===== src/hcm_pkg.sv =====
`default_nettype none
package hcm_pkg;
    // register byte offsets
    localparam logic [7:0] OFF_IDENT = 8'h00;
    localparam logic [7:0] OFF_CHPTR = 8'h02;
    localparam logic [7:0] OFF_CMD = 8'h04;
    localparam logic [7:0] OFF_PARAM = 8'h06;
    localparam logic [7:0] OFF_RESP = 8'h08;
    localparam logic [7:0] OFF_CFG = 8'h0A;
    localparam logic [7:0] OFF_STFAIL = 8'h0C;
    localparam logic [7:0] OFF_RSTFLAG = 8'h0E;
    localparam logic [7:0] OFF_AUXLO = 8'h16;
    localparam logic [7:0] OFF_AUXHI = 8'h18;
    localparam logic [7:0] OFF_FWREV = 8'h1E;
    localparam logic [7:0] OFF_ENG0 = 8'h20;
    localparam logic [7:0] OFF_ENG1 = 8'h22;
    localparam logic [7:0] OFF_ENG2 = 8'h24;
    localparam logic [7:0] OFF_ENG3 = 8'h26;
    // identity word, value arbitrary
    localparam logic [15:0] BOARD_ID = 16'h5A00;
    localparam logic [15:0] FW_REV = 16'h0100;
    localparam logic [15:0] RSTFLAG_SET = 16'h001D;
    localparam logic [15:0] CFG_RESET = 16'h0008;
    localparam logic [15:0] CFG_MASK = 16'hC00F;
    // response codes
    localparam logic [15:0] RESP_VALID = 16'h0001;
    localparam logic [15:0] RESP_INVALID = 16'h0002;
    localparam logic [15:0] RESP_BOOT = 16'h0010;
    localparam logic [15:0] RESP_LOADED = 16'h0003;
    localparam logic [15:0] RESP_CALLOAD = 16'h0004;
    localparam logic [15:0] RESP_CLIPPED = 16'h0005;
    // configuration bit positions, then the engine status request flag bit
    localparam int CFG_SKIP_CAL = 15;
    localparam int CFG_SKIP_VER = 14;
    localparam int CFG_NO_BLINK = 3;
    localparam int CFG_LAMP_DARK = 2;
    localparam int CFG_FORMAT = 1;
    localparam int CFG_ECHO = 0;
    localparam int SEGMENT_REQUEST_FLAG_BIT = 3;
    // engine state codes
    localparam logic [2:0] ENG_INIT = 3'h0;
    localparam logic [2:0] ENG_LOAD = 3'h1;
    localparam logic [2:0] ENG_ARM = 3'h3;
    localparam logic [2:0] ENG_DONE = 3'h4;
    localparam logic [2:0] ENG_IDLE = 3'h6;
    localparam logic [2:0] ENG_WAVE = 3'h7;
    typedef enum logic [1:0] {HCM_IDLE, HCM_BUSY, HCM_FINISH} hcm_state_t;
endpackage
`default_nettype wire


===== src/hcm_mailbox.sv =====
`default_nettype none
// What this block does
// - channel pointer keeps a two-bit channel number in its low bits
// - two-channel build refuses channel two or three with invalid response
// - command register holds eight-bit code, upper byte reads zero
// - execution starts only once a nonzero code is seen
// - while executing, every read returns the identity word
// - on completion command clears to zero and response is posted
// - sixteen-bit response codes 1, 2, 0x10, 3, 4, 5
// - three parameter words hold host writes and processor results; only the host reads them
// - configuration readable at once, effective when next command starts
// - config bits 15 and 14 skip converter calibration and verify
// - config bit 3 suppresses lamp flashing, set after reset
// - config bit 2 darkens lamp; firmware sets by self-test outcome
// - config bit 1 selects offset binary, zero two's complement
// - config bit 0 echoes corrected samples into host buffer
// - failure flags per channel, cleared at calibration start
// - reset flag 0x1D on reset, cleared by calibration or coeff load
// - revision register: major high byte, minor low byte
// - engine status refreshed only by report command
// - request flag set by trigger start, cleared by end pointer write
// - engine state codes 000,001,011,100,110,111
module hcm_mailbox (
    input wire logic clk,
    input wire logic rst,
    input wire logic twoChannel,
    // host register port, 16-bit words
    input wire logic hostWrite,
    input wire logic hostRead,
    input wire logic [7:0] hostAddr,
    input wire logic [1:0] hostByteEn,
    input wire logic [15:0] hostWrData,
    output logic [15:0] hostRdData,
    output logic hostRdValid,
    // processor side
    output logic cmdPending,
    output logic [7:0] commandCode,
    output logic [1:0] channelSelect,
    output logic [15:0] activeConfig,
    input wire logic procDone,
    input wire logic procCodeKnown,
    input wire logic [15:0] procResponse,
    input wire logic procParamWrite,
    input wire logic [15:0] procParam,
    input wire logic [15:0] procAuxLow,
    input wire logic [15:0] procAuxHigh,
    input wire logic procSelftestResult,
    input wire logic procSelftestPass,
    input wire logic [3:0] procFailFlags,
    input wire logic procCalStart,
    input wire logic procCoeffLoad,
    input wire logic procReportStatus,
    input wire logic [11:0] engineCodes,
    input wire logic [3:0] triggerStart,
    input wire logic [3:0] endPtrWrite,
    input wire logic procBootDone,
    // lamp outputs
    output logic lampOn,
    output logic lampFlashEnable
);
    hcm_pkg::hcm_state_t state_r;
    logic [15:0] chPtr_r;
    logic [7:0] cmd_r;
    logic [15:0] param_r;
    logic [15:0] resp_r;
    logic [15:0] cfg_r;
    logic [15:0] cfgActive_r;
    logic [3:0] fail_r;
    logic [15:0] rstFlag_r;
    logic [15:0] auxLo_r;
    logic [15:0] auxHi_r;
    logic [15:0] engWord [4];
    logic accept;
    logic busy;

    // merge bytes of a host write into a stored word
    function automatic logic [15:0] merge(input logic [15:0] old,
            input logic [15:0] wr, input logic [1:0] be);
        logic [15:0] res;
        res = old;
        if (be[0]) begin
            res[7:0] = wr[7:0];
        end
        if (be[1]) begin
            res[15:8] = wr[15:8];
        end
        return res;
    endfunction

    // host write hits a given offset while block is free
    function automatic logic hit(input logic [7:0] addr,
            input logic [7:0] off, input logic wr, input logic bz);
        return wr && !bz && (addr == off);
    endfunction

    assign busy = (state_r != hcm_hlp_idle());

    function automatic hcm_pkg::hcm_state_t hcm_hlp_idle();
        return hcm_pkg::HCM_IDLE;
    endfunction

    hcm_cmd_check u_check (
        .commandCode(cmd_r),
        .channelSelect(chPtr_r[1:0]),
        .twoChannel(twoChannel),
        .codeKnown(procCodeKnown),
        .accept(accept)
    );

    // command sequencer
    always_ff @(posedge clk or posedge rst) begin
        if (rst) begin
            state_r <= hcm_pkg::HCM_IDLE;
        end else begin
            unique case (state_r)
                hcm_pkg::HCM_IDLE: begin
                    if (cmd_r != 8'h00) begin
                        state_r <= hcm_pkg::HCM_BUSY;
                    end
                end
                hcm_pkg::HCM_BUSY: begin
                    if (!accept || procDone) begin
                        state_r <= hcm_pkg::HCM_FINISH;
                    end
                end
                hcm_pkg::HCM_FINISH: begin
                    state_r <= hcm_pkg::HCM_IDLE;
                end
            endcase
        end
    end

    // command mailbox, cleared by the sequencer on finish
    always_ff @(posedge clk or posedge rst) begin
        if (rst) begin
            cmd_r <= 8'h00;
        end else if (state_r == hcm_pkg::HCM_FINISH) begin
            cmd_r <= 8'h00;
        end else if (hit(hostAddr, hcm_pkg::OFF_CMD, hostWrite, busy)
                && hostByteEn[0]) begin
            cmd_r <= hostWrData[7:0];
        end
    end

    // response register: posted on finish, boot code after startup
    always_ff @(posedge clk or posedge rst) begin
        if (rst) begin
            resp_r <= 16'h0000;
        end else if (state_r == hcm_pkg::HCM_BUSY && !accept) begin
            resp_r <= hcm_pkg::RESP_INVALID;
        end else if (state_r == hcm_pkg::HCM_BUSY && procDone) begin
            resp_r <= procResponse;
        end else if (procBootDone) begin
            resp_r <= hcm_pkg::RESP_BOOT;
        end else if (hit(hostAddr, hcm_pkg::OFF_RESP, hostWrite, busy)) begin
            resp_r <= merge(resp_r, hostWrData, hostByteEn);
        end
    end

    // channel pointer and parameter words
    always_ff @(posedge clk or posedge rst) begin
        if (rst) begin
            chPtr_r <= 16'h0000;
            param_r <= 16'h0000;
            auxLo_r <= 16'h0000;
            auxHi_r <= 16'h0000;
        end else if (busy && procParamWrite) begin
            param_r <= procParam;
            auxLo_r <= procAuxLow;
            auxHi_r <= procAuxHigh;
        end else begin
            if (hit(hostAddr, hcm_pkg::OFF_CHPTR, hostWrite, busy)) begin
                chPtr_r <= merge(chPtr_r, hostWrData, hostByteEn);
            end
            if (hit(hostAddr, hcm_pkg::OFF_PARAM, hostWrite, busy)) begin
                param_r <= merge(param_r, hostWrData, hostByteEn);
            end
            if (hit(hostAddr, hcm_pkg::OFF_AUXLO, hostWrite, busy)) begin
                auxLo_r <= merge(auxLo_r, hostWrData, hostByteEn);
            end
            if (hit(hostAddr, hcm_pkg::OFF_AUXHI, hostWrite, busy)) begin
                auxHi_r <= merge(auxHi_r, hostWrData, hostByteEn);
            end
        end
    end

    // configuration: stored value visible, active copy taken at command
    // self-test verdict drives the lamp at once, power-up test included, save in a cycle where a command is taken
    always_ff @(posedge clk or posedge rst) begin
        if (rst) begin
            cfg_r <= hcm_pkg::CFG_RESET;
            cfgActive_r <= hcm_pkg::CFG_RESET;
        end else begin
            if (procSelftestResult) begin
                cfg_r[hcm_pkg::CFG_LAMP_DARK] <= procSelftestPass;
            end else if (hit(hostAddr, hcm_pkg::OFF_CFG, hostWrite, busy)) begin
                cfg_r <= merge(cfg_r, hostWrData, hostByteEn)
                    & hcm_pkg::CFG_MASK;
            end
            if (state_r == hcm_pkg::HCM_IDLE && cmd_r != 8'h00) begin
                cfgActive_r <= cfg_r;
            end else if (procSelftestResult) begin
                cfgActive_r[hcm_pkg::CFG_LAMP_DARK] <= procSelftestPass;
            end
        end
    end

    // self-test failure flags; cleared when calibration begins
    always_ff @(posedge clk or posedge rst) begin
        if (rst) begin
            fail_r <= 4'h0;
        end else if (procCalStart) begin
            fail_r <= 4'h0;
        end else if (procSelftestResult) begin
            fail_r <= procFailFlags | fail_r;
        end
    end

    // reset flag
    always_ff @(posedge clk or posedge rst) begin
        if (rst) begin
            rstFlag_r <= hcm_pkg::RSTFLAG_SET;
        end else if (procCalStart || procCoeffLoad) begin
            rstFlag_r <= 16'h0000;
        end
    end

    // per-channel engine status words
    genvar g;
    generate
        for (g = 0; g < 4; g++) begin : gen_eng
            hcm_engine_status u_eng (
                .clk(clk),
                .rst(rst),
                .refresh(busy && procReportStatus),
                .engineCode(engineCodes[3*g +: 3]),
                .triggerStart(triggerStart[g]),
                .endPtrWrite(endPtrWrite[g]),
                .statusWord(engWord[g])
            );
        end
    endgenerate

    // host read data, identity while a command runs
    always_ff @(posedge clk or posedge rst) begin
        if (rst) begin
            hostRdData <= 16'h0000;
            hostRdValid <= 1'b0;
        end else begin
            hostRdValid <= hostRead;
            if (!hostRead) begin
                hostRdData <= hostRdData;
            end else if (busy) begin
                hostRdData <= hcm_pkg::BOARD_ID;
            end else begin
                unique case (hostAddr)
                    hcm_pkg::OFF_IDENT: hostRdData <= hcm_pkg::BOARD_ID;
                    hcm_pkg::OFF_CHPTR: hostRdData <= chPtr_r;
                    hcm_pkg::OFF_CMD: hostRdData <= {8'h00, cmd_r};
                    hcm_pkg::OFF_PARAM: hostRdData <= param_r;
                    hcm_pkg::OFF_RESP: hostRdData <= resp_r;
                    hcm_pkg::OFF_CFG: hostRdData <= cfg_r;
                    hcm_pkg::OFF_STFAIL: begin
                        hostRdData <= {12'h000,
                            twoChannel ? 2'b00 : fail_r[3:2],
                            fail_r[1:0]};
                    end
                    hcm_pkg::OFF_RSTFLAG: hostRdData <= rstFlag_r;
                    hcm_pkg::OFF_AUXLO: hostRdData <= auxLo_r;
                    hcm_pkg::OFF_AUXHI: hostRdData <= auxHi_r;
                    hcm_pkg::OFF_FWREV: hostRdData <= hcm_pkg::FW_REV;
                    hcm_pkg::OFF_ENG0: hostRdData <= engWord[0];
                    hcm_pkg::OFF_ENG1: hostRdData <= engWord[1];
                    hcm_pkg::OFF_ENG2: hostRdData <= engWord[2];
                    hcm_pkg::OFF_ENG3: hostRdData <= engWord[3];
                    default: hostRdData <= 16'h0000;
                endcase
            end
        end
    end

    // processor side view
    assign cmdPending = (state_r == hcm_pkg::HCM_BUSY) && accept;
    assign commandCode = cmd_r;
    assign channelSelect = chPtr_r[1:0];
    assign activeConfig = cfgActive_r;
    assign lampOn = !cfgActive_r[hcm_pkg::CFG_LAMP_DARK];
    assign lampFlashEnable = !cfgActive_r[hcm_pkg::CFG_NO_BLINK];
endmodule
`default_nettype wire


===== src/hcm_engine_status.sv =====
`default_nettype none
// one channel's engine status word, refreshed on report command
module hcm_engine_status (
    input wire logic clk,
    input wire logic rst,
    input wire logic refresh,
    input wire logic [2:0] engineCode,
    input wire logic triggerStart,
    input wire logic endPtrWrite,
    output logic [15:0] statusWord
);
    logic segment_request_flag_r;

    // request flag: trigger set beats end pointer clear
    always_ff @(posedge clk or posedge rst) begin
        if (rst) begin
            segment_request_flag_r <= 1'b0;
        end else if (triggerStart) begin
            segment_request_flag_r <= 1'b1;
        end else if (endPtrWrite) begin
            segment_request_flag_r <= 1'b0;
        end
    end

    // snapshot taken only when report command runs
    always_ff @(posedge clk or posedge rst) begin
        if (rst) begin
            statusWord <= '0;
        end else if (refresh) begin
            statusWord <= {12'h000, segment_request_flag_r, engineCode};
        end
    end
endmodule
`default_nettype wire


===== src/hcm_cmd_check.sv =====
`default_nettype none
// validates a command against the channel pointer
module hcm_cmd_check (
    input wire logic [7:0] commandCode,
    input wire logic [1:0] channelSelect,
    input wire logic twoChannel,
    input wire logic codeKnown,
    output logic accept
);
    // upper channels refused on two-channel build
    always_comb begin
        accept = codeKnown && !(twoChannel && channelSelect[1]);
        if (commandCode == 8'h00) begin
            accept = 1'b0;
        end
    end
endmodule
`default_nettype wire


===== config.mk =====
export PLATFORM = sky130hd
export DESIGN_NAME = hcm_mailbox
export DESIGN_NICKNAME = d
export VERILOG_FILES = /design/src/hcm_pkg.sv /design/src/hcm_mailbox.sv /design/src/hcm_engine_status.sv /design/src/hcm_cmd_check.sv
export SDC_FILE = /design/constraint.sdc
export NUM_CORES = 1
export LEC_CHECK = 0
export BUFFER_PORTS_ARGS = -buffer_cell sky130_fd_sc_hd__buf_4
export CORE_ASPECT_RATIO = 0.8
export CORE_MARGIN = 2
export CORE_UTILIZATION = 30
export DETAILED_ROUTE_END_ITERATION = 7
export GPL_ROUTABILITY_DRIVEN = 0
export PLACE_DENSITY = 0.48
export SYNTH_ARGS = -nofsm -noshare
export SYNTH_HDL_FRONTEND = slang
export SYNTH_SLANG_ARGS = --single-unit

===== constraint.sdc =====
create_clock -name clk -period 6.5 [get_ports clk]
set_input_delay 1.3 -clock clk [delete_from_list [all_inputs] [get_ports clk]]
set_output_delay 1.3 -clock clk [all_outputs]
set_load 0.1 [all_outputs]

## Yosys cells after proc, flatten, opt, wreduce, memory -nomap -nowiden

Index checks and enable logic that the tools add are counted.

- Multiplexer cells: 36
- Reductions and logical operators: 60
- Equal/unequal tests: 18
- Bitwise gates (word level): 3

Operator list:

| operator | number |
|---|---|
| $pmux W16 S15 | 1 |
| $mux W16 | 11 |
| $eq A8 B4 Y1 const B | 4 |
| $eq A8 B6 Y1 const B | 4 |
| $mux W8 | 4 |
| $reduce_bool A2 Y1 | 15 |
| $eq A8 B5 Y1 const B | 3 |
| $reduce_and A2 Y1 | 10 |
| $logic_and A1 B1 Y1 | 17 |
| $eq A8 B3 Y1 const B | 2 |
| $logic_not A8 Y1 | 2 |
| $mux W1 | 12 |
| $reduce_and A3 Y1 | 4 |
| $reduce_bool A4 Y1 | 3 |
| $eq A8 B2 Y1 const B | 1 |
| $mux W4 | 2 |
| $reduce_bool A8 Y1 | 1 |
| $mux W2 | 3 |
| $mux W3 | 2 |
| $pmux W2 S3 | 1 |
| $logic_not A1 Y1 | 5 |
| $ne A2 B2 Y1 const B | 2 |
| $or A4 B4 Y4 | 1 |
| $eq A2 B1 Y1 const B | 1 |
| other kinds (4) | 6 |

- Bits in registers: 147
- Bits of input ports: 128

## Logic depth before layout (Yosys ltp)

Gate-level depths: netlist (run 1).

- Depth in word-level cells: 8
- Mapped depth: 9
- Depth with buffers taken out: 7

## Cells and area by module

From an unflattened synthesis (run 1), not the netlist that was laid out.

- Cells, all modules: 856
- Area total of the unflattened synthesis: 8214.1 µm²

Modules (own cells, without submodules):

| module | cells each | times used | area each (µm²) | sequential area each (µm²) |
|---|---|---|---|---|
| hcm_mailbox | 752 | 1 | 7066.8 | 3106.7 |
| hcm_engine_status | 25 | 4 | 279.0 | 125.1 |
| hcm_cmd_check | 4 | 1 | 31.3 | 0.0 |

## Least setup slack after synthesis (run 1)

No wires, ideal clock.

- Path kind: input to output
- From: in procCodeKnown
- To: out cmdPending
- Arrival: 2.856 ns
- Stages on the path: 3
- Slack: 2.344 ns
- Cells stage by stage: a21boi_0 o21ai_1 nor2_1

- Cells in the longest elaborated chain, start to end: 3

RTL lines:

| item | line | RTL |
|---|---|---|
| from (decl) | hcm_mailbox.sv:41 | `input wire logic procCodeKnown,` |
| $logic_and A1 B1 Y1 | hcm_cmd_check.sv:12 | `accept = codeKnown && !(twoChannel && channelSelect[1]);` |
| $mux W1 | hcm_cmd_check.sv:13 | `if (commandCode == 8'h00) begin` |
| $logic_and A1 B1 Y1 | hcm_mailbox.sv:283 | `assign cmdPending = (state_r == hcm_pkg::HCM_BUSY) && accept;` |
| to (decl) | hcm_mailbox.sv:36 | `output logic cmdPending,` |

No other way between the ends.

## Worst setup path in the final report (run 1)

- From: in twoChannel
- To: out cmdPending

- Cells in the longest elaborated chain, start to end: 5

RTL lines:

| item | line | RTL |
|---|---|---|
| from (decl) | hcm_mailbox.sv:26 | `input wire logic twoChannel,` |
| $logic_and A1 B1 Y1 | hcm_cmd_check.sv:12 |  |
| $logic_not A1 Y1 | hcm_cmd_check.sv:12 |  |
| $logic_and A1 B1 Y1 | hcm_cmd_check.sv:12 |  |
| $mux W1 | hcm_cmd_check.sv:13 |  |
| $logic_and A1 B1 Y1 | hcm_mailbox.sv:283 |  |

No other way between the ends.

==> results of run 1 <==
synthesized netlist by cell type, types with 3 or more instances:
| cell | instances | area (µm²) |
|---|---|---|
| a21boi_0 | 6 | 45.0 |
| a21o_1 | 4 | 30.0 |
| a21oi_1 | 81 | 405 |
| a21oi_2 | 3 | 26.3 |
| a221oi_1 | 9 | 78.8 |
| a22o_1 | 9 | 78.8 |
| a22oi_1 | 8 | 60.1 |
| a2bb2oi_1 | 4 | 35.0 |
| a31oi_1 | 4 | 25.0 |
| a32oi_1 | 5 | 43.8 |
| and3_1 | 4 | 25.0 |
| buf_1 | 4 | 15.0 |
| buf_2 | 18 | 90.1 |
| buf_4 | 14 | 105 |
| clkbuf_1 | 19 | 71.3 |
| dfrtp_1 | 141 | 3530 |
| dfstp_2 | 3 | 78.8 |
| ha_1 | 3 | 37.5 |
| inv_1 | 12 | 45.0 |
| mux2_2 | 61 | 687 |
| mux2i_1 | 26 | 260 |
| nand2_1 | 85 | 319 |
| nand2b_1 | 7 | 43.8 |
| nand3_1 | 7 | 35.0 |
| nand3b_1 | 15 | 113 |
| nor2_1 | 33 | 124 |
| nor2b_1 | 22 | 138 |
| nor3_1 | 7 | 35.0 |
| nor3b_1 | 4 | 30.0 |
| o211ai_1 | 3 | 22.5 |
| o21ai_0 | 57 | 285 |
| o21ai_1 | 5 | 25.0 |
| o2bb2ai_1 | 11 | 96.3 |
| o32a_1 | 3 | 30.0 |
worst max path at each step:
stage	end	slack (ps)
6_report	cmdPending	2670
3_3_place_gp	cmdPending	2590
3_5_place_dp	cmdPending	2590
2_1_floorplan	activeConfig[0]	1340
5_1_grt	cmdPending	2500
4_1_cts	cmdPending	2590
stage by stage:
step | area [µm²] | total power, µW
floorplan | 7570 | 1970
global placement | 8980 | 2270
detailed placement | 8980 | 2290
CTS | 9600 | 3340
global route | 9600 | 3500
finish | 9600 | 3320
registers in the layout, summed over array words and instances (netlist names):
| name | cells |
|---|---|
| state_r | 2 |
| chPtr_r | 16 |
| gen_eng.u_eng.statusWord | 16 |
| commandCode | 8 |
| rstFlag_r | 1 |
| auxLo_r | 16 |
| hostRdData | 16 |
| hostRdValid | 1 |
| param_r | 16 |
| gen_eng.u_eng.segment_request_flag_r | 4 |
| activeConfig | 6 |
| auxHi_r | 16 |
| fail_r | 4 |
| cfg_r | 6 |
| resp_r | 16 |
report_power, final:
part / internal (µW) / total, µW / switching (µW)
Sequential: 1160 / 1320 / 168
Clock: 647 / 1050 / 400
Combinational: 359 / 949 / 590
critical path, stage by stage:
cell	delay (ps)
buf_4	120
a21boi_0	470
o21ai_1	170
nor2_1	170
buf_4	310
cells by family (layout without fill, tap and decap cells):
kind of cell / Yosys count / count (layout)
other cells: 1 / 10
mux: 87 / 87
flops: 144 / 144
simple gates: 211 / 211
compound gates: 227 / 227
fa+ha+maj: 3 / 3
buf+inv: 71 / 219
per-layer routing:
layer | vias up | part of all wire | wire (µm)
met3 | 11 | 0.056 | 1460
met5 | - | 0 | 0
met1 | 3177 | 0.51 | 13400
li1 | 2973 | - | -
met2 | 192 | 0.43 | 11200
met4 | 0 | 0.0066 | 174
area by class of cell:
cell class | count | area [µm²]
repair buffers | 174 | 1310
well taps | 318 | 398
fillers | 2528 | 14900
clock buffers | 24 | 492
inverters | 13 | 53.8
multi-input cells | 538 | 3620
flip-flops and latches | 144 | 3610
clock inverters | 8 | 125
==> metrics.txt, run 1 <==
met1 Use GR=0.310; final setup vio count=0; synth unique cells=69; Root Buffer Master=clkbuf_16; drt pass-1 iters=5; slew margin rel.=0.230; I/O Buffers=163; DP Cell Count=1187; Starting DRT DRC Count=424; CTS sink cnt=144; Slew Viols, Final=0; global-route wire length before repair=39.7 mm; Post-Syn Instances=744; Area growth, synth to finish=27.3%; Post-synth ARST share=1.00; Seq/Total Area, Yosys=0.478; final core occ=0.392; gr usage total=0.201; grt ovf=0; cts repair resizes=0; vias in the first global route=6257; post-route setup TNS=0 ps; Clk pin slew, worst setup/hold paths=60 ps; Die Y=146 µm; worst slew pin tran=1150 ps; worst IR drop on VDD=176 µV; RSZ-0062 raised after global routing=false; post-synthesis simple-gate area fraction=0.153; total routed wirelength=26.3 mm; die area=26400 µm²; Synth Area in Compound Gates=0.191; EDFF count, synth=0; nature of the critical path startpoint=primary input; Adder-Cell Fraction of Synth Area=0.00498; CTS Hold Buffers Added=0; Arrival @ worst endpoint=2530 ps; most common cell after layout, fill and taps aside=buf_4; CTS tree=done; DP HPWL=19.3 mm; DR vias=6353; worst r2r src=state_r[0]; syn avg cell area=~10 µm²; Synth Register Bits=144; Chip Width=roughly 180 µm; main flop type after synthesis=dfrtp_1; yosys warns=0; IO Pins=174; Final min period=3830 ps; worst setup margin=about 2700 ps; status=completed; fraction of layout cells with a size suffix above 1=0.320; largest fanout on the critical path=3; r2r setup slk=3840 ps; Max-Cap Viols=0; core area=about 25000 µm²; power density over the cells=approximately 350 nW/µm²; cell area after synthesis=approximately 7500 µm²; initial antenna violation count=1; WL/cell=21.6 µm; Final Hold Fails=0; busiest grt layer=met1; Setup crit start=twoChannel; clock buffer depth=2; Final nets=1019; clock latency on the worst-skew pair=about 430 ps; largest family of logic cells by synthesized area=compound AO/OA/AOI/OAI gates; post-CTS setup buffer count=0; post-route ant nets=0; skew final=about 8.1 ps; Inserted Clock Buffers=17; Starting Density=0.308; FF-to-FF path depth=8; cell row count=51; P_leak=roughly 0.0042 µW; hold path depth=1; Final period util=0.590; most frequent cells in the layout=174 x buf_4, 141 x dfrtp_1, 85 x nand2_1; setup slack after placement=2590 ps; ant diodes=0; WHS=472 ps; R2R Path End=auxLo_r[0]; post-synthesis mux area share=0.126; met2 Resource Use GR=0.285; vias per inst=between 5 and 6; Layout Cells excl Fill=roughly 1200; H-Tree Depth=4; Setup crit end kind=primary output; # DRC=0; CP Class=in -> out; largest net degree at the start of global routing=around 110; fmax=261 MHz; Required @ worst endpoint=5200 ps; routing usage on met3=0.0455; Hold EP=gen_eng[0].u_eng.segment_request_flag_r; post-synthesis xor/xnor area fraction=0; Hold WC Path Type=reg -> reg; Hold Crit Start=gen_eng[0].u_eng.segment_request_flag_r
Power figures use the tool's default switching activity.
==> inputs of run 2 (changes only) <==
--- a/config.mk
+++ b/config.mk
@@ -5,13 +5,14 @@
 export SDC_FILE = /design/constraint.sdc
 export NUM_CORES = 1
 export LEC_CHECK = 0
+export ABC_AREA = 1
 export BUFFER_PORTS_ARGS = -buffer_cell sky130_fd_sc_hd__buf_4
 export CORE_ASPECT_RATIO = 0.8
 export CORE_MARGIN = 2
 export CORE_UTILIZATION = 30
 export DETAILED_ROUTE_END_ITERATION = 7
 export GPL_ROUTABILITY_DRIVEN = 0
-export PLACE_DENSITY = 0.48
+export PLACE_DENSITY = 0.47
 export SYNTH_ARGS = -nofsm -noshare
 export SYNTH_HDL_FRONTEND = slang
 export SYNTH_SLANG_ARGS = --single-unit
==> constraint.sdc (replaced) <==
create_clock -name clk -period 3.65 [get_ports clk]
set_input_delay 0.73 -clock clk [delete_from_list [all_inputs] [get_ports clk]]
set_output_delay 0.73 -clock clk [all_outputs]
set_load 0.1 [all_outputs]
==> run 2 against run 1 <==
  * First-iteration DRC count grew 23%
  * Combinational power rose by 110%
  * Final area increased by 2.1%
  * Die area grew 3.1%
  * Critical path type is now reg -> out
  * Critical endpoint unchanged
  * Largest cell class is now flip-flops and latches
  * Highest routed layer unchanged
==> metrics.txt, run 2 <==
EDFF count, synth=0 (unchanged); Starting Density=0.307 (-0.000994); fraction of layout cells with a size suffix above 1=0.239 (-0.0805); Final min period=roughly 2800 ps; largest fanout on the critical path=6 (+3); total routed wirelength=26.2 mm (-0.15%); cell row count=52 (+2.0%); clock latency on the worst-skew pair=430 ps (about the same); Required @ worst endpoint=2920 ps (-2280 ps); Seq/Total Area, Yosys=0.464 (-0.0149); synth unique cells=42 (-39%); Fill cells=2643 (+4.5%); fmax=352 MHz; vias per inst=4.89 (-6.1%); post-CTS setup buffer count=0 (unchanged); Hold WC Path Type=in -> reg; vias in the first global route=6676 (+6.7%); slowest CP cell=a21boi_0; status=completed; post-route setup TNS=0 ps (unchanged); CTS tree=done; Max-Cap Viols=0 (unchanged); CTS Hold Buffers Added=0 (unchanged); nature of the critical path startpoint=register; most common cell in the netlist=nand2_1; Final Instance Area=9800 µm² (+2.1%); gr usage total=0.197 (-0.00330); Synth top area share=0.453 (-0.0146); clock buffer depth=2 (unchanged); Root Buffer Master=clkbuf_16; largest net degree at the start of global routing=145 (+38%); cell area after synthesis=7780 µm² (+3.2%); WL/cell=18.1 µm (-16%); DR vias=7088 (+12%); Setup crit end kind=primary output; # DRC=0 (unchanged); Arrival @ worst endpoint=2110 ps (-420 ps); post-route ant nets=0 (unchanged); power density over the cells=629 nW/µm² (+82%); synth top area cells=dfrtp_1 45%, nand2_1 11%, nand3_1 10%; Final Hold Fails=0 (unchanged); worst IR drop on VDD=358 µV (+100%); most frequent cells in the layout=218 x nand2_1, 169 x buf_4, 159 x nand3_1; Clk pin slew, worst setup/hold paths=60 ps (about the same); Inserted Clock Buffers=17 (unchanged); initial antenna violation count=0 (-1); CP Class=reg -> out; core area=25400 µm² (+3.6%); global-route wire length before repair=40.3 mm (+1.4%); RSZ-0062 raised after global routing=false; Area growth, synth to finish=25.9%; Final nets=1243 (+22%); Post-synth ARST share=1.00 (unchanged); syn avg cell area=7.99 µm² (-21%); Post-Syn Instances=974 (+31%); Layout Cells excl Fill=1449 (+19%); commonest cells in the netlist=218 x nand2_1, 159 x nand3_1, 141 x dfrtp_1; Buffers & Inverters on Critical Path=1 (-1); DP HPWL=19.6 mm (+1.7%); Largest delay share family, worst path=compound AO/OA/AOI/OAI gates; slew margin rel.=0.418 (+0.188); routing usage on met3=0.0380 (-0.00759); final setup vio count=0 (unchanged); Synth area leader=dfrtp_1; Worst path max stage delay=500 ps (+30 ps); I/O Buffers=163 (unchanged); setup slack after placement=847 ps (-1750 ps); IO Pins=174 (unchanged); area post-placement=9180 µm² (+2.2%); WHS=406 ps (-65.8 ps); CP cell instances=a21boi_0 -> nand2_2 -> nor2_1 -> buf_4; die area=27300 µm² (+3.1%); Die Y=148 µm (+1.6%); Final period util=0.777; CTS sink cnt=144 (unchanged); DP Cell Count=1417 (+19%); met1 Use GR=0.327 (+0.0167); grt ovf=0 (unchanged); skew final=8.77 ps (+0.696 ps); worst slew pin tran=872 ps (-282 ps); busiest grt layer=met1; H-Tree Depth=4 (unchanged); Chip Width=184 µm (+1.6%); P_leak=0.00517 µW (+22%); Slew Viols, Final=0 (unchanged); drt pass-1 iters=4 (-1); worst setup margin=813 ps (-1850 ps); Starting DRT DRC Count=521 (+23%); cts repair resizes=0 (unchanged); met2 Resource Use GR=0.258 (-0.0271); main flop type after synthesis=dfrtp_1; most common cell after layout, fill and taps aside=nand2_1; ant diodes=0 (unchanged); Synth Register Bits=144 (unchanged); yosys warns=0 (unchanged)
==> run 2: final cells by class <==
cell class	instances	area [µm²]	area share
repair buffers	170	1290	0.132
well taps	324	405	0.0414
inverters	92	349	0.0356
clock inverters	8	129	0.0132
multi-input cells	687	3530	0.360
clock buffers	24	492	0.0502
flip-flops and latches	144	3610	0.368
==> run 2: path summary, 6_finish.rpt <==
kind	from	endpoint	slack, ps	cells after the start
setup / recovery	chPtr_r[1]	cmdPending	810	4
hold / removal	procCoeffLoad	rstFlag_r[3]	410	2
setup reg to reg	state_r[1]	auxLo_r[5]	1110	9
hold reg to reg	cfg_r[14]	cfg_r[14]	480	2
max in group asynchronous	rst	auxHi_r[8]	2470	3
min in group asynchronous	rst	gen_eng[1].u_eng.statusWord[0]	480	3
==> run 2: power breakdown <==
| part | internal, µW | switching (µW) | total, µW |
|---|---|---|---|
| logic | 639 | 1340 | 1980 |
| registers | 2070 | 250 | 2320 |
| clock network | 1150 | 705 | 1850 |
| total | 3860 | 2300 | 6160 |
==> run 2: cells by family after synthesis <==
family,count (synthesis),share of synthesized area
AOI/OAI and AO/OA,176,0.135
buffers and inverters,152,0.0878
muxes,15,0.0217
other,1,0.000482
and+or+nand+nor,483,0.286
DFF,144,0.464
adders and majority gates,3,0.00482
==> run 2: metal layers <==
layer / routed length [µm] / vias to the layer above / part of all wire
met5: 0 / - / 0
met1: 14200 / 3360 / 0.54
met4: 208 / 0 / 0.0079
met2: 10200 / 220 / 0.39
met3: 1620 / 19 / 0.062
li1: - / 3489 / -
==> run 2: stage by stage <==
| stage | utilization | total power [µW] |
|---|---|---|
| floorplan | - | 3790 |
| global placement | 0.362 | 4310 |
| detailed placement | 0.362 | 4330 |
| CTS | 0.386 | 6210 |
| global route | 0.386 | 6540 |
| finish | 0.386 | 6160 |
==> inputs of run 3 (changes only) <==
--- a/config.mk
+++ b/config.mk
@@ -5,14 +5,14 @@
 export SDC_FILE = /design/constraint.sdc
 export NUM_CORES = 1
 export LEC_CHECK = 0
-export ABC_AREA = 1
+export ABC_AREA = 0
 export BUFFER_PORTS_ARGS = -buffer_cell sky130_fd_sc_hd__buf_4
 export CORE_ASPECT_RATIO = 0.8
 export CORE_MARGIN = 2
 export CORE_UTILIZATION = 30
 export DETAILED_ROUTE_END_ITERATION = 7
 export GPL_ROUTABILITY_DRIVEN = 0
-export PLACE_DENSITY = 0.47
+export PLACE_DENSITY = 0.48
 export SYNTH_ARGS = -nofsm -noshare
 export SYNTH_HDL_FRONTEND = slang
 export SYNTH_SLANG_ARGS = --single-unit
==> constraint.sdc (replaced) <==
create_clock -name clk -period 2.9 [get_ports clk]
set_input_delay 0.58 -clock clk [delete_from_list [all_inputs] [get_ports clk]]
set_output_delay 0.58 -clock clk [all_outputs]
set_load 0.1 [all_outputs]
==> run 3 against run 2 <==
  * Critical path type unchanged
  * Critical endpoint unchanged
  * Final area down 0.60%
  * Clock power up 14%
  * Sequential power up 29%
  * First-iteration DRC count down 18%
  * Largest power group unchanged
  * Via count down 10%
  * Total power up 18%
==> metrics.txt, run 3 (synthesis gave the netlist of run 1 again) <==
P_leak=0.00434 µW (-16%); IO Pins=174 (unchanged); post-route ant nets=0 (unchanged); final setup vio count=0 (unchanged); most common cell after layout, fill and taps aside=buf_4; cell row count=51 (-1.9%); drt pass-1 iters=5 (+1); Required @ worst endpoint=2320 ps (-600 ps); DR vias=6365 (-10%); die area=26400 µm² (-3.0%); clock buffer depth=2 (unchanged); ant diodes=0 (unchanged); fraction of layout cells with a size suffix above 1=0.336 (+0.0968); largest fanout on the critical path=4 (-2); core area=24500 µm² (-3.4%); worst slew pin tran=1280 ps (+412 ps); most frequent cells in the layout=196 x buf_4, 141 x dfrtp_1, 85 x nand2_1; Final period util=0.886; global-route wire length before repair=40.6 mm (+0.82%); cts repair resizes=0 (unchanged); Max-Cap Viols=0 (unchanged); slew margin rel.=0.140 (-0.279); Die Y=146 µm (-1.5%); vias per inst=5.13 (+4.9%); total routed wirelength=26.6 mm (+1.3%); skew final=8.68 ps (-0.0868 ps); WL/cell=21.4 µm (+18%); vias in the first global route=6475 (-3.0%); grt ovf=0 (unchanged); Final min period=approximately 2600 ps; H-Tree Depth=4 (unchanged); fmax=389 MHz; Setup crit end kind=primary output; worst IR drop on VDD=431 µV (+20%); RSZ-0062 raised after global routing=false; Final Instance Area=9740 µm² (-0.60%); Chip Width=181 µm (-1.5%); post-route setup TNS=0 ps (unchanged); Final nets=1043 (-16%); Starting Density=0.308 (+0.000994); Clk pin slew, worst setup/hold paths=60 ps (about the same); CTS sink cnt=144 (unchanged); gr usage total=0.203 (+0.00626); largest net degree at the start of global routing=77 (-47%); area post-placement=9190 µm² (+0.12%); Arrival @ worst endpoint=1990 ps (-120 ps); CTS tree=done; Area growth, synth to finish=29.2%; CP Class=reg -> out; nature of the critical path startpoint=register; Final Hold Fails=0 (unchanged); # DRC=0 (unchanged); DP HPWL=20.4 mm (+4.0%); Starting DRT DRC Count=427 (-18%); power density over the cells=748 nW/µm² (+19%); Slew Viols, Final=0 (unchanged); Root Buffer Master=clkbuf_16; clock latency on the worst-skew pair=430 ps (about the same); post-CTS setup buffer count=0 (unchanged); I/O Buffers=163 (unchanged); CTS Hold Buffers Added=0 (unchanged); Hold WC Path Type=in -> async; Inserted Clock Buffers=17 (unchanged); status=completed; initial antenna violation count=0 (unchanged)
run 3: cell count changes in the layout (fill, tap and decap cells not counted), moves of 16 or more:
| cell | before | now |
|---|---|---|
| nand3_1 | 159 | 7 |
| nand2_1 | 218 | 85 |
| inv_1 | 79 | 11 |
| mux2_2 | 14 | 61 |
| a21o_1 | 38 | 4 |
| buf_4 | 169 | 196 |
| mux2i_1 | 0 | 26 |
| nor2b_1 | 0 | 21 |
| nand2_2 | 21 | 1 |
| a21oi_1 | 62 | 81 |
| nand4_1 | 18 | 0 |
| o21ai_0 | 39 | 57 |
| nor2_1 | 48 | 32 |
run 3: final timing paths:
kind	end	slack, ps	from	cells after the start
setup reg to reg	param_r[12]	460	state_r[0]	6
hold / removal	fail_r[1]	150	rst	2
setup / recovery	cmdPending	330	commandCode[1]	4
hold reg to reg	gen_eng[2].u_eng.segment_request_flag_r	480	gen_eng[2].u_eng.segment_request_flag_r	1
max in group asynchronous	auxHi_r[6]	2000	rst	3
min in group clk	rstFlag_r[3]	270	procCoeffLoad	2
run 3: metal layers:
layer / global-route usage / vias to the layer above / wire length (µm)
met5: 0 / - / 0
met2: 0.283 / 199 / 11100
met3: 0.0433 / 21 / 1610
met4: 0.0500 / 0 / 329
li1: - / 3019 / -
met1: 0.316 / 3126 / 13600
run 3: through the flow:
stage               total power, µW  setup slack (ps)   util  hold WS, ps  std cells
finish                         7290               330  0.397          154       1241
global route                   7720               234  0.397          165       1241
CTS                            7340               331  0.397          147       1241
detailed placement             5220               336  0.375          471       1211
global placement               5210               332  0.375          468       1211
floorplan                      4410               203      -          443        753
run 3: layout make-up:
cell class	count	area (µm²)
multi-input combinational	538	3620
clock buffer	25	495
tap	318	398
inverter	13	52.6
sequential	144	3610
clock inverter	5	55.1
fill	2465	14800
timing repair buffer	198	1510
run 3: power breakdown:
group,leakage [µW],internal (µW),switching [µW]
registers,0.00183,2590,410
clock network,0.000265,1260,844
logic,0.00224,847,1330
total,0.00434,4700,2590
run 3: worst max-delay path, cell delays in order (launching register included):
cell and delay [ps]:
dfrtp_1 460, or4_4 590, o21ai_1 210, nor2_2 70, buf_4 230
